`src/crc_io_map.svh`:
```
// Register offsets, field positions, reset values and polynomials of the
// byte-wide checksum generator.
// Assumes inclusion by the design files and the bench by bare name.
`ifndef CRC_IO_MAP_SVH
`define CRC_IO_MAP_SVH
`define CRC_CONTROL_OFS 3'h0
`define CRC_STATUS_OFS 3'h1
`define BYTE_INPUT_OFS 3'h3
`define RESULT_BYTE0_OFS 3'h4
`define RESULT_BYTE1_OFS 3'h5
`define RESULT_BYTE2_OFS 3'h6
`define RESULT_BYTE3_OFS 3'h7
`define CTRL_CLEAR_HI_BIT 7
`define CTRL_CLEAR_LO_BIT 6
`define CTRL_WIDE_BIT 5
`define STAT_ZERO_BIT 1
`define STAT_BUSY_BIT 0
`define CTRL_RESET_VAL 8'h00
`define CTRL_WRITE_MASK 8'h2F
`define POLY16 16'h1021
`define POLY32 32'h04C11DB7
`define RESULT_RESET_VAL 32'h0000_0000
`define RESULT_ONES_VAL 32'hFFFF_FFFF
`define WIDE_POLY_SELECT_MAGIC_RESIDUE 32'h2144_DF1C
`endif

```
`src/crc_io_pkg.sv`:
```
// Types shared by the checksum generator files.
// Assumes the map header sits in the same folder.
package crc_io_pkg;
    typedef enum logic [3:0] {
        SRC_DISABLE = 4'h0,
        SRC_CPU = 4'h1,
        SRC_FLASH = 4'h2,
        SRC_DMA0 = 4'h4,
        SRC_DMA1 = 4'h5,
        SRC_DMA2 = 4'h6,
        SRC_DMA3 = 4'h7
    } source_type;
    typedef enum logic [1:0] {
        CLR_NONE = 2'h0,
        CLR_RSVD = 2'h1,
        CLR_ZEROS = 2'h2,
        CLR_ONES = 2'h3
    } clear_type;
endpackage

```
`src/crc_byte_step.sv`:
```
// One byte step of the MSB-first checksum shift for both polynomials.
// Assumes a pure combinational use by the checksum generator.
`timescale 1ns/1ps
`include "crc_io_map.svh"
module crc_byte_step (
    input wire logic [31:0] crc_i, // Current checksum.
    input wire logic [7:0] data_i, // Byte to fold in.
    input wire logic wide_i, // High for the 32-bit polynomial.
    output logic [31:0] crc_o // Checksum after the byte.
);
    // The 32-bit path works on the bit-reversed byte so that the final
    // reversed and complemented read gives the usual reflected result.
    // polynomial step
    always_comb begin
        logic [31:0] c;
        logic [7:0] d;
        c = crc_i;
        d = data_i;
        for (int i = 0; i < 8; i++) begin
            if (wide_i) begin
                if (c[31] ^ d[i]) begin
                    c = {c[30:0], 1'b0} ^ `POLY32;
                end else begin
                    c = {c[30:0], 1'b0};
                end
            end else begin
                if (c[15] ^ d[7-i]) begin
                    c = {16'h0000, c[14:0], 1'b0} ^ {16'h0000, `POLY16};
                end else begin
                    c = {16'h0000, c[14:0], 1'b0};
                end
            end
        end
        crc_o = c;
    end
endmodule

```
`src/crc_generator_io_regs.sv`:
```
// Byte-wide checksum generator with its control, status, byte input and
// result registers, fed by the CPU, four DMA channels or flash.
// Assumes a single-cycle register port on the peripheral clock; the DMA
// and flash controllers are logic on that same clock.
//
// Contract
// - CPU source folds every written input byte, one per cycle.
// - Software ends CPU run by writing one to busy; device clears it.
// - Clear field reads zero; clear happens one cycle after upper bit written.
// - Clear codes: 00 none, 01 reserved, 10 zeros, 11 ones.
// - Bit 5 selects 32-bit polynomial; ignored while busy.
// - Source codes: disable, CPU, flash, reserved, DMA 0 to 3, reserved.
// - Selected source stays locked until completion or clear.
// - Zero flag set when checksum is zero at completion.
// - Zero flag clears when a new source is selected.
// - CRC-32 residue over appended checksum gives magic or zero.
// - Busy reads one from selection while source uses generator.
// - DMA source: busy clears when channel completes or aborts.
// - Flash source: busy clears when range calculation finishes.
// - Updated checksum ready one cycle after input byte write.
// - Result byte writes take effect only while disabled.
// - Flash source: result reads zero until busy clears.
// - CRC-32 with busy clear reads reversed, complemented result.
// - CRC-16 or busy reads raw checksum.
// - Checksum is zero after reset.
// - Result bytes 2 and 3 carry bits only in 32-bit mode.
// - Polynomials are 0x1021 and 0x04C11DB7.
// - Flash source always uses the 32-bit polynomial.
// - Input consumed strictly one byte at a time.
`timescale 1ns/1ps
`include "crc_io_map.svh"
module crc_generator_io_regs
    import crc_io_pkg::*;
(
    input wire logic core_clk_i, // Peripheral clock, 10 MHz.
    input wire logic rst_b_i, // Asynchronous reset, active low.
    input wire logic [2:0] reg_addr_i, // Register offset.
    input wire logic reg_wr_i, // Write strobe, one cycle.
    input wire logic [7:0] reg_wdata_i, // Write data.
    input wire logic reg_rd_i, // Read strobe, one cycle.
    output logic [7:0] reg_rdata_o, // Read data, one cycle after strobe.
    input wire logic [3:0] dma_valid_i, // DMA channel byte valid.
    input wire logic [7:0] dma_data_i, // Byte passing through DMA.
    input wire logic [3:0] dma_done_i, // DMA channel complete or abort.
    input wire logic flash_valid_i, // Flash controller byte valid.
    input wire logic [7:0] flash_data_i, // Byte read from flash.
    input wire logic flash_done_i, // Flash range calculation finished.
    output logic busy_o, // Busy flag.
    output logic zero_o // Zero residue flag.
);
    logic [3:0] source_reg;
    logic [3:0] source_next;
    logic wide_reg;
    logic wide_next;
    logic busy_reg;
    logic busy_next;
    logic zero_reg;
    logic zero_next;
    logic [1:0] clear_reg;
    logic [1:0] clear_next;
    logic [31:0] crc_reg;
    logic [31:0] crc_next;
    logic [7:0] rdata_reg;
    logic [7:0] rdata_next;
    logic [31:0] step_out;
    logic [31:0] crc_rev;

    wire wr_ctrl = reg_wr_i && (reg_addr_i == `CRC_CONTROL_OFS);
    wire wr_stat = reg_wr_i && (reg_addr_i == `CRC_STATUS_OFS);
    wire wr_byte = reg_wr_i && (reg_addr_i == `BYTE_INPUT_OFS);
    wire wr_res = reg_wr_i && (reg_addr_i[2] == 1'b1);
    wire [1:0] res_idx = reg_addr_i[1:0];
    wire [3:0] new_src = reg_wdata_i[3:0];
    wire src_cpu = (source_reg == SRC_CPU);
    wire src_flash = (source_reg == SRC_FLASH);
    wire src_dma = (source_reg[3:2] == 2'b01);
    wire src_valid = (new_src == SRC_CPU) || (new_src == SRC_FLASH) ||
                     (new_src[3:2] == 2'b01);
    wire disabled = (source_reg == SRC_DISABLE);
    wire wide_eff = wide_reg || src_flash;
    wire src_load = wr_ctrl && !busy_reg &&
                    (src_valid || new_src == SRC_DISABLE);
    // one byte per cycle from the selected source only
    wire cpu_take = busy_reg && src_cpu && wr_byte;
    wire dma_take = busy_reg && src_dma && dma_valid_i[source_reg[1:0]];
    wire flash_take = busy_reg && src_flash && flash_valid_i;
    wire take = cpu_take || dma_take || flash_take;
    wire [7:0] in_byte = cpu_take ? reg_wdata_i :
                         (dma_take ? dma_data_i : flash_data_i);
    wire done = busy_reg && ((src_cpu && wr_stat &&
                reg_wdata_i[`STAT_BUSY_BIT]) ||
                (src_dma && dma_done_i[source_reg[1:0]]) ||
                (src_flash && flash_done_i));
    // narrow mode keeps the upper bytes at zero
    wire [31:0] crc_masked = wide_eff ? crc_reg : {16'h0000, crc_reg[15:0]};
    assign crc_rev = {<<{crc_reg}};
    wire [31:0] crc_view = (wide_eff && !busy_reg) ? ~crc_rev :
                           crc_masked;
    wire [31:0] crc_read = (src_flash && busy_reg) ? 32'h0000_0000 : crc_view;

    crc_byte_step u_step (
        .crc_i(crc_reg),
        .data_i(in_byte),
        .wide_i(wide_eff),
        .crc_o(step_out)
    );

    always_comb begin
        source_next = source_reg;
        wide_next = wide_reg;
        busy_next = busy_reg;
        zero_next = zero_reg;
        clear_next = CLR_NONE;
        crc_next = crc_reg;
        if (wr_ctrl && !busy_reg) begin
            wide_next = reg_wdata_i[`CTRL_WIDE_BIT];
        end
        // clear request latched, applied next cycle
        if (wr_ctrl && reg_wdata_i[`CTRL_CLEAR_HI_BIT]) begin
            clear_next = reg_wdata_i[`CTRL_CLEAR_HI_BIT:`CTRL_CLEAR_LO_BIT];
        end
        if (src_load) begin
            source_next = new_src;
            busy_next = (new_src != SRC_DISABLE);
            // zero flag cleared on new source
            zero_next = 1'b0;
        end
        // checksum updates the cycle after the byte
        if (take) begin
            crc_next = step_out;
        end
        if (done) begin
            busy_next = 1'b0;
            // zero at completion, on the raw register
            zero_next = (crc_masked == 32'h0000_0000);
        end
        if (wr_res && disabled) begin
            crc_next[res_idx*8 +: 8] = reg_wdata_i;
        end
        // A clear wins over a same-cycle byte or result write, so every run
        // starts from the seed that software asked for.
        // clear codes; a clear also unlocks the source
        if (clear_reg == CLR_ZEROS || clear_reg == CLR_ONES) begin
            crc_next = (clear_reg == CLR_ONES) ? `RESULT_ONES_VAL :
                       `RESULT_RESET_VAL;
            busy_next = 1'b0;
            source_next = SRC_DISABLE;
        end
    end

    always_comb begin
        rdata_next = 8'h00;
        case (reg_addr_i)
            `CRC_CONTROL_OFS: rdata_next = {2'b00, wide_reg, 1'b0,
                                            source_reg};
            `CRC_STATUS_OFS: rdata_next = {6'h00, zero_reg, busy_reg};
            `RESULT_BYTE0_OFS: rdata_next = crc_read[7:0];
            `RESULT_BYTE1_OFS: rdata_next = crc_read[15:8];
            `RESULT_BYTE2_OFS: rdata_next = crc_read[23:16];
            `RESULT_BYTE3_OFS: rdata_next = crc_read[31:24];
            default: rdata_next = 8'h00;
        endcase
        if (!reg_rd_i) begin
            rdata_next = 8'h00;
        end
    end

    always_ff @(posedge core_clk_i or negedge rst_b_i) begin
        if (!rst_b_i) begin
            source_reg <= 4'h0;
            wide_reg <= 1'b0;
            busy_reg <= 1'b0;
            zero_reg <= 1'b0;
            clear_reg <= 2'h0;
            crc_reg <= `RESULT_RESET_VAL;
            rdata_reg <= 8'h00;
        end else begin
            source_reg <= source_next;
            wide_reg <= wide_next;
            busy_reg <= busy_next;
            zero_reg <= zero_next;
            clear_reg <= clear_next;
            crc_reg <= crc_next;
            rdata_reg <= rdata_next;
        end
    end

    assign reg_rdata_o = rdata_reg;
    assign busy_o = busy_reg;
    assign zero_o = zero_reg;
endmodule

```
`config.mk`:
```
export PLATFORM = sky130hd
export DESIGN_NAME = crc_generator_io_regs
export DESIGN_NICKNAME = d
export VERILOG_FILES = /design/src/crc_io_pkg.sv /design/src/crc_byte_step.sv /design/src/crc_generator_io_regs.sv
export VERILOG_INCLUDE_DIRS = /design/src
export SDC_FILE = /design/constraint.sdc
export NUM_CORES = 1
export LEC_CHECK = 0
export BUFFER_PORTS_ARGS = -buffer_cell sky130_fd_sc_hd__buf_2
export CAP_MARGIN = 40
export CORE_ASPECT_RATIO = 1.2
export CORE_MARGIN = 5
export CORE_UTILIZATION = 40
export DETAILED_ROUTE_END_ITERATION = 10
export PLACE_DENSITY_LB_ADDON = 0.08
export SYNTH_ARGS = -nofsm -noshare
export SYNTH_HDL_FRONTEND = slang
export SYNTH_SLANG_ARGS = --single-unit
```
`constraint.sdc`:
```
create_clock -name core_clk_i -period 4.3 [get_ports core_clk_i]
set_input_delay 0 -clock core_clk_i [delete_from_list [all_inputs] [get_ports core_clk_i]]
set_output_delay 0 -clock core_clk_i [all_outputs]
set_load 0.01 [all_outputs]
```
Word level (Yosys, flattened, before mapping)
Index checks and enable logic that the tools add are counted.
- equal/unequal tests: 14
- magnitude comparators: 1
- mux-type cells: 48
- shift-type cells: 2
- bitwise logic cells: 33
- reduce and logical (&&, ||, !) cells: 38
- add/sub/neg operators: 1
- operators with widths (cell ; number):
    32-bit two-way mux ; 15
    27-bit two-way mux ; 8
    14-bit inverter ; 8
    13-bit two-way mux ; 8
    8-bit one-hot mux with 6 select lines ; 1
    5-bit negator with 34-bit output ; 1
    8-bit by 34-bit variable shift with 32-bit output, first input constant ; 1
    8-bit by 34-bit indexed part select with 32-bit output ; 1
    32-bit bitwise mux ; 1
    32-bit logical NOT ; 1
    32-bit inverter ; 1
    8-bit two-way mux ; 3
    3-bit inverter ; 8
    1-bit logical AND ; 20
    1-bit bitwise XOR ; 16
    3-bit == test, second input constant ; 4
    1-bit logical OR ; 9
    4-bit by 1-bit == test with 1-bit output, second input constant ; 2
    4-bit by 2-bit == test with 1-bit output, second input constant ; 2
    4-bit logical NOT ; 2
    4-bit two-way mux ; 2
    1-bit two-way mux ; 7
    1-bit binary-select mux with 2-bit select ; 2
    2-bit by 1-bit == test with 1-bit output, second input constant ; 2
    other kinds (10) ; 12
- register bits after elaboration: 49
- input bits: 41
- logic and storage cells: 144

Depth between registers and ports, before layout
- word-level depth: 33
- depth in mapped cells: 13

Hierarchy
A second synthesis with hierarchy kept.
- cell total of the unflattened synthesis: 580
- area, all modules: 5170.0 sq um
- modules (own cells, without submodules) (module ; area each (sq um) ; times used ; sequential area each (sq um) ; cells an instance):
    crc_generator_io_regs ; 3827.4 ; 1 ; 1226.2 ; 418
    crc_byte_step ; 1342.5 ; 1 ; 0.0 ; 162

Worst setup path after synthesis
OpenSTA, ideal clock, no wires.
- path type: register to register
- start point: register source_reg[1]
- end point: register crc_reg[5]
- path slack: 0.884 ns
- data arrival time: 3.287 ns
- period minus slack after synthesis: 3.416 ns
- library setup time: 0.129 ns
- cell stages (with the launch flop): 13
- cell sequence: dfrtp_1 > or4b_1 > buf_2 > or2_0 > buf_6 > a311o_2 > xor2_2 > xor2_4 > xor2_2 > xor2_1 > a21oi_1 > xor2_1 > a21oi_1
- cells in the longest elaborated chain, start to end: 27
- elaborated cells between the ends (all ways): 61
- those cells by class: eq/ne: 2; mux: 31; bitwise: 18; reduce/logical: 10
- RTL lines (item ; line ; source):
    from (decl) ; crc_generator_io_regs.sv:51 ; logic [3:0] source_reg;
    from (signal assigned) ; crc_generator_io_regs.sv:178 ; source_reg <= source_next;
    1-bit binary-select mux with 2-bit select ; crc_generator_io_regs.sv:85 ; wire dma_take = busy_reg && src_dma && dma_valid_i[source_reg[1:0]];
    1-bit two-way mux (implied by the code) ; crc_generator_io_regs.sv:85 ;
    1-bit logical AND ; crc_generator_io_regs.sv:85 ;
    8-bit two-way mux ; crc_generator_io_regs.sv:89 ; (dma_take ? dma_data_i : flash_data_i);
    8-bit two-way mux ; crc_generator_io_regs.sv:88 ; wire [7:0] in_byte = cpu_take ? reg_wdata_i :
    1-bit bitwise XOR ; crc_byte_step.sv:21 ; if (c[31] ^ d[i]) begin
    27-bit two-way mux ; crc_byte_step.sv:21 ;
    32-bit two-way mux ; crc_byte_step.sv:20 ; if (wide_i) begin
    (+12 left out) ; -- ;
    1-bit bitwise XOR ; crc_byte_step.sv:27 ; if (c[15] ^ d[7-i]) begin
    13-bit two-way mux ; crc_byte_step.sv:27 ;
    32-bit two-way mux ; crc_byte_step.sv:20 ;
    32-bit two-way mux ; crc_generator_io_regs.sv:129 ; if (take) begin
    32-bit bitwise mux ; crc_generator_io_regs.sv:138 ; crc_next[res_idx*8 +: 8] = reg_wdata_i;
    32-bit two-way mux (*) ; crc_generator_io_regs.sv:137 ; if (wr_res && disabled) begin
    32-bit two-way mux (*) ; crc_generator_io_regs.sv:143 ; if (clear_reg == CLR_ZEROS || clear_reg == CLR_ONES) begin
    net crc_next[5] ; crc_generator_io_regs.sv:62 ; logic [31:0] crc_next;
    to (signal assigned) ; crc_generator_io_regs.sv:175 ; crc_reg <= `RESULT_RESET_VAL;
    to (signal assigned) ; crc_generator_io_regs.sv:183 ; crc_reg <= crc_next;
    to (decl) ; crc_generator_io_regs.sv:61 ; logic [31:0] crc_reg;
Mark *: on every way through the listed nets, which the timed path passes. The rest lies on a longest branch. The select of a mux whose other input is x is not followed.
A chain may end at the register's enable or synchronous reset.

Worst setup path in the final report
- start point: register source_reg[1]
- end point: register crc_reg[9]
- cells in the longest elaborated chain, start to end: 30
- elaborated cells between the ends (all ways): 54
- those cells by class: eq/ne: 2; mux: 31; bitwise: 11; reduce/logical: 10
- RTL lines (item ; line):
    1-bit binary-select mux with 2-bit select ; crc_generator_io_regs.sv:85
    1-bit two-way mux (implied by the code) ; crc_generator_io_regs.sv:85
    1-bit logical AND ; crc_generator_io_regs.sv:85
    8-bit two-way mux ; crc_generator_io_regs.sv:89
    8-bit two-way mux ; crc_generator_io_regs.sv:88
    1-bit bitwise XOR ; crc_byte_step.sv:21
    27-bit two-way mux ; crc_byte_step.sv:21
    32-bit two-way mux ; crc_byte_step.sv:20
    (+15 left out) ; --
    32-bit two-way mux ; crc_byte_step.sv:20
    13-bit two-way mux / 27-bit two-way mux (equally long branches) ; crc_byte_step.sv:27, crc_byte_step.sv:21
    32-bit two-way mux ; crc_byte_step.sv:20
    32-bit two-way mux ; crc_generator_io_regs.sv:129
    32-bit bitwise mux ; crc_generator_io_regs.sv:138
    32-bit two-way mux (*) ; crc_generator_io_regs.sv:137
    32-bit two-way mux (*) ; crc_generator_io_regs.sv:143
    net crc_next[9] ; crc_generator_io_regs.sv:62
Marks and branches as above.

==> results.txt <==
- Outcome: finished, final reports clean
- P_leak: 0.002223 uW
- Number of antenna violations at the first check in global routing: 0
- Clock-pin slew was measured on the worst setup and hold paths at ~0.070 ns.
* Filler cell count in the final layout: around 1200
* Shortest clock period the worst path allows after layout: about 3.8 ns
* Synth top area share: 0.2475
- Setup total negative slack on the finished layout was measured at 0 ns.
* Post-layout nets: between 600 and 700
- The clock arrives with approximately 0.0068 ns of skew.
- Largest net degree at the start of global routing: 50
- Number of storage elements in the synthesis netlist: a little under 50
* Number of synthesized flops with an enable pin: 0
- Maximum root-to-sink buffer count: 2
* Detailed-route wire length: between 15000 and 20000 um
- STA classifies the critical path startpoint as a register.
- The first TritonRoute pass finished after 6 iterations.
- Core area: ~0.012 mm^2
- The share of the Yosys chip area taken by registers is 0.2475.
- Gates resized during post-CTS repair numbered 0.
- In the synthesized netlist, the number of instances is roughly 600.
- The worst-case IR drop observed on VDD is about 0.00032 V.
- Post-Synthesis Mean Instance Area: 8.230 um^2
- Final Core Density: 0.4550
* Die H: ~130 um
- The number of global-route vias before repair is between 4000 and 5000.
- Worst-Skew Late Latency: about 0.30 ns
- Area growth syn-to-layout: 11.21%
* Post-detailed-route via-to-cell ratio: roughly 6
- For met1 alone, demand over resource in global routing was 0.3286.
- Filler-free cell count of the finished design: around 790
* Count of H-tree levels built during CTS: 2
- During placement, the flow inserted port buffers numbering 50.
- Tot Pwr: roughly 4700 uW
- Cell family contributing the most delay on the critical path: simple AND/OR/NAND/NOR gates
- Via count of the routed design: just under 5000
* Setup repair bufs after CTS: 0
- The tool flagged a number of max-cap violations equal to 0.
- Transition at the pin with the smallest max-transition slack: slightly above 0.9 ns
- Of the cells placed in the final design, the portion with a size suffix greater than 1 is 0.1773.
- The setup path with the least slack is of type register to register.
- ANT nets after route: 0
- GR Util met3: 0.03398
- For this run the aggregate overflow at the end of global routing stands at 0.
- The most used flip-flop cell after synthesis is dfrtp_1.
- Path depth of the worst reg2reg path: 11
- The max-slew violation count came to 0.
* Cell mode on critical path: xor2_1
- The slowest stage of the critical path is the or4b_1 cell.
* Die X-Extent: ~110 um
* GRT Resource Usage Total: 0.2505
* WP buf/inv: 1
- In this run the worst hold path is classified as primary input to register.
- At the worst endpoint, the required time is 4.46 ns.
- Post-Synthesis Net Count: 648
- Peak-usage layer in the global routing report: met2
* Hold Violations, Final: 0
* Global-route wire length before repair: 28770 um
- The path with the worst hold slack has its endpoint at reg_rdata_o[1]$_DFF_PN0_.
- Critical-path cell list: or4b_1 -> or2_0 -> buf_4 -> a31oi_4 -> xnor3_1 -> a22oi_4 -> xor2_2 -> xor2_1 -> xor2_1 -> nor4_1 -> o31ai_2
- Summed over all instances, the cell type with the most area after synthesis is dfrtp_1.
- Antenna diode instance count: 0
* Final routed DRC violation total: 0
- Warning count from the yosys run: 0
- Along the worst hold path, the cell count comes to 3.
* CTS root buf: clkbuf_16
* # placed instances: 778
- Async SR Flop Fraction: 1.000
- Setup violations remaining at the end of the flow were counted as 0.
* Startpoint of the worst hold path: reg_rd_i
- Weighted congestion reported at the end of routability-driven placement: a little under 1
- Tcrit/Tclk final: 0.8885
- TritonCTS built the clock tree.
- After synthesis the cells add up to 0.004955 mm^2.
- Initial Util: 0.4091
* Routing usage on met2: 0.4131
- The setup check on the worst reg-to-reg path leaves a slack of approximately 0.48 ns.
* Unrepaired setup endpoints after global routing: false
- Final Cell Area: between 0.005 and 0.006 mm^2
- In this run, CTS created clock tree buffers numbering 5.
- After legalization and detailed placement, the total HPWL measured between 10000 and 15000 um.
- Cell area reported after detailed placement: approximately 0.0053 mm^2
- STA classifies the critical path endpoint as a register.
- Critical path data arrival time: a little under 4 ns
- The worst register-to-register path ends at crc_reg[9]$_DFF_PN0_.
* Number of flip-flops in the largest register: 32
- After synthesis, the netlist uses 75 different library cells.
* Startpoint of the lowest-slack register-to-register path: source_reg[1]$_DFFE_PN0P_
- Upper clock frequency limit: 261.7 MHz
- After detailed routing, the average wire length per cell comes to 23.36 um.
- Of all nets on the critical path, the largest fanout is 12.
- In this run the core area contains 44 standard-cell rows.
- Critical path depth: 11
- The floorplan step defined a die boundary enclosing 0.01472 mm^2.
* Crit-path max cell delay: a little over 0.7 ns
- Power density normalized to cell area: approximately 860 mW/mm^2
* Top cells by area, synth: dfrtp_1, xnor2_1, a21oi_1
- The worst pin sits at a relative slew slack of 0.3915.
- Violation count after the first detailed-route iteration: roughly 450
- Top-Level Pins: 51
* Number of clock sinks: 49
- Hold-fix buffers at CTS: 1
-- worst reg2reg max path, cell delays in order, from the launching register on --
cell and delay, ns:
dfrtp_1 0.46, or4b_1 0.71, or2_0 0.36, buf_4 0.24, a31oi_4 0.22, xnor3_1 0.32, a22oi_4 0.34, xor2_2 0.26
xor2_1 0.27, xor2_1 0.13, nor4_1 0.27, o31ai_2 0.10
-- Yosys cell counts, types with 7 or more instances --
cell type / instances
and2_1: 10
a31oi_1: 20
and3_1: 10
dfrtp_1: 49
nor2_1: 52
nor4_1: 11
nor3_1: 19
a221oi_1: 12
nand3_1: 13
xor2_1: 25
clkbuf_1: 42
xnor2_1: 59
nand2_1: 50
a21oi_1: 51
a22oi_1: 7
o22ai_1: 9
o21ai_0: 33
-- per-layer routing --
layer / wire length [um] / vias to the layer above / part of all wire
li1: - / 2220 / -
met1: 7546 / 2338 / 0.41
met2: 8871 / 220 / 0.48
met3: 1161 / 49 / 0.063
met4: 804 / 0 / 0.044
met5: 0 / - / 0
-- power breakdown --
group | internal, uW | switching, uW | total, uW
Sequential | 620 | 476 | 1100
Combinational | 1430 | 1730 | 3160
Clock | 280 | 199 | 479
Total | 2330 | 2400 | 4730
-- placed cells by master, fill, tap and decap left out, types with 7 or more instances in the layout --
cell type and count:
a221oi_1 12, dfrtp_1 49, xor2_1 25, o21ai_0 33, nand3_1 13, nor4_1 11
buf_2 51, a31oi_1 20, and2_1 10, a21oi_1 51, xnor2_1 59, nor3_1 19
nor2_1 52, o22ai_1 9, buf_4 17, a22oi_1 7, and3_1 10, nand2_1 50
-- area by class of cell --
| class | instances | area (um^2) | area share |
|---|---|---|---|
| multi-input cells | 494 | 3485 | 0.6324 |
| clock inverters | 3 | 50.05 | 0.009083 |
| flip-flops and latches | 49 | 1226 | 0.2225 |
| inverters | 5 | 18.77 | 0.003406 |
| clock buffers | 5 | 125.1 | 0.02271 |
| well taps | 161 | 201.4 | 0.03656 |
| repair buffers | 70 | 404.1 | 0.07334 |
-- logic make-up (layout without fill, tap and decap cells) --
| logic type | after synthesis | after routing | share of synthesized area |
|---|---|---|---|
| AO/OA/AOI/OAI | 184 | 184 | 0.2626 |
| XOR/XNOR | 100 | 100 | 0.2116 |
| adder cells (fa/ha/maj) | 5 | 5 | 0.01263 |
| buffers and inverters | 59 | 83 | 0.04924 |
| flip-flops | 49 | 49 | 0.2475 |
| multiplexers | 9 | 9 | 0.02374 |
| AND/OR/NAND/NOR | 196 | 196 | 0.1927 |
-- worst max path at each step --
stage                            to                       from
6_report       crc_reg[9]$_DFF_PN0_  source_reg[1]$_DFFE_PN0P_
5_1_grt        crc_reg[9]$_DFF_PN0_  source_reg[1]$_DFFE_PN0P_
4_1_cts        crc_reg[9]$_DFF_PN0_  source_reg[1]$_DFFE_PN0P_
3_5_place_dp   crc_reg[9]$_DFF_PN0_  source_reg[1]$_DFFE_PN0P_
3_3_place_gp   crc_reg[9]$_DFF_PN0_  source_reg[1]$_DFFE_PN0P_
2_1_floorplan  crc_reg[5]$_DFF_PN0_  source_reg[1]$_DFFE_PN0P_
-- metrics by stage --
| step | setup WS [ns] | hold slack [ns] |
|---|---|---|
| CTS | 0.4416 | 0.004711 |
| finish | 0.4795 | 0.003825 |
| detailed placement | 0.4637 | 0.1565 |
| global route | 0.2239 | 0.01963 |
| global placement | 0.5927 | 0.1709 |
| floorplan | 0.8839 | -0.2956 |
No activity file was read; power rests on OpenSTA's default activity.
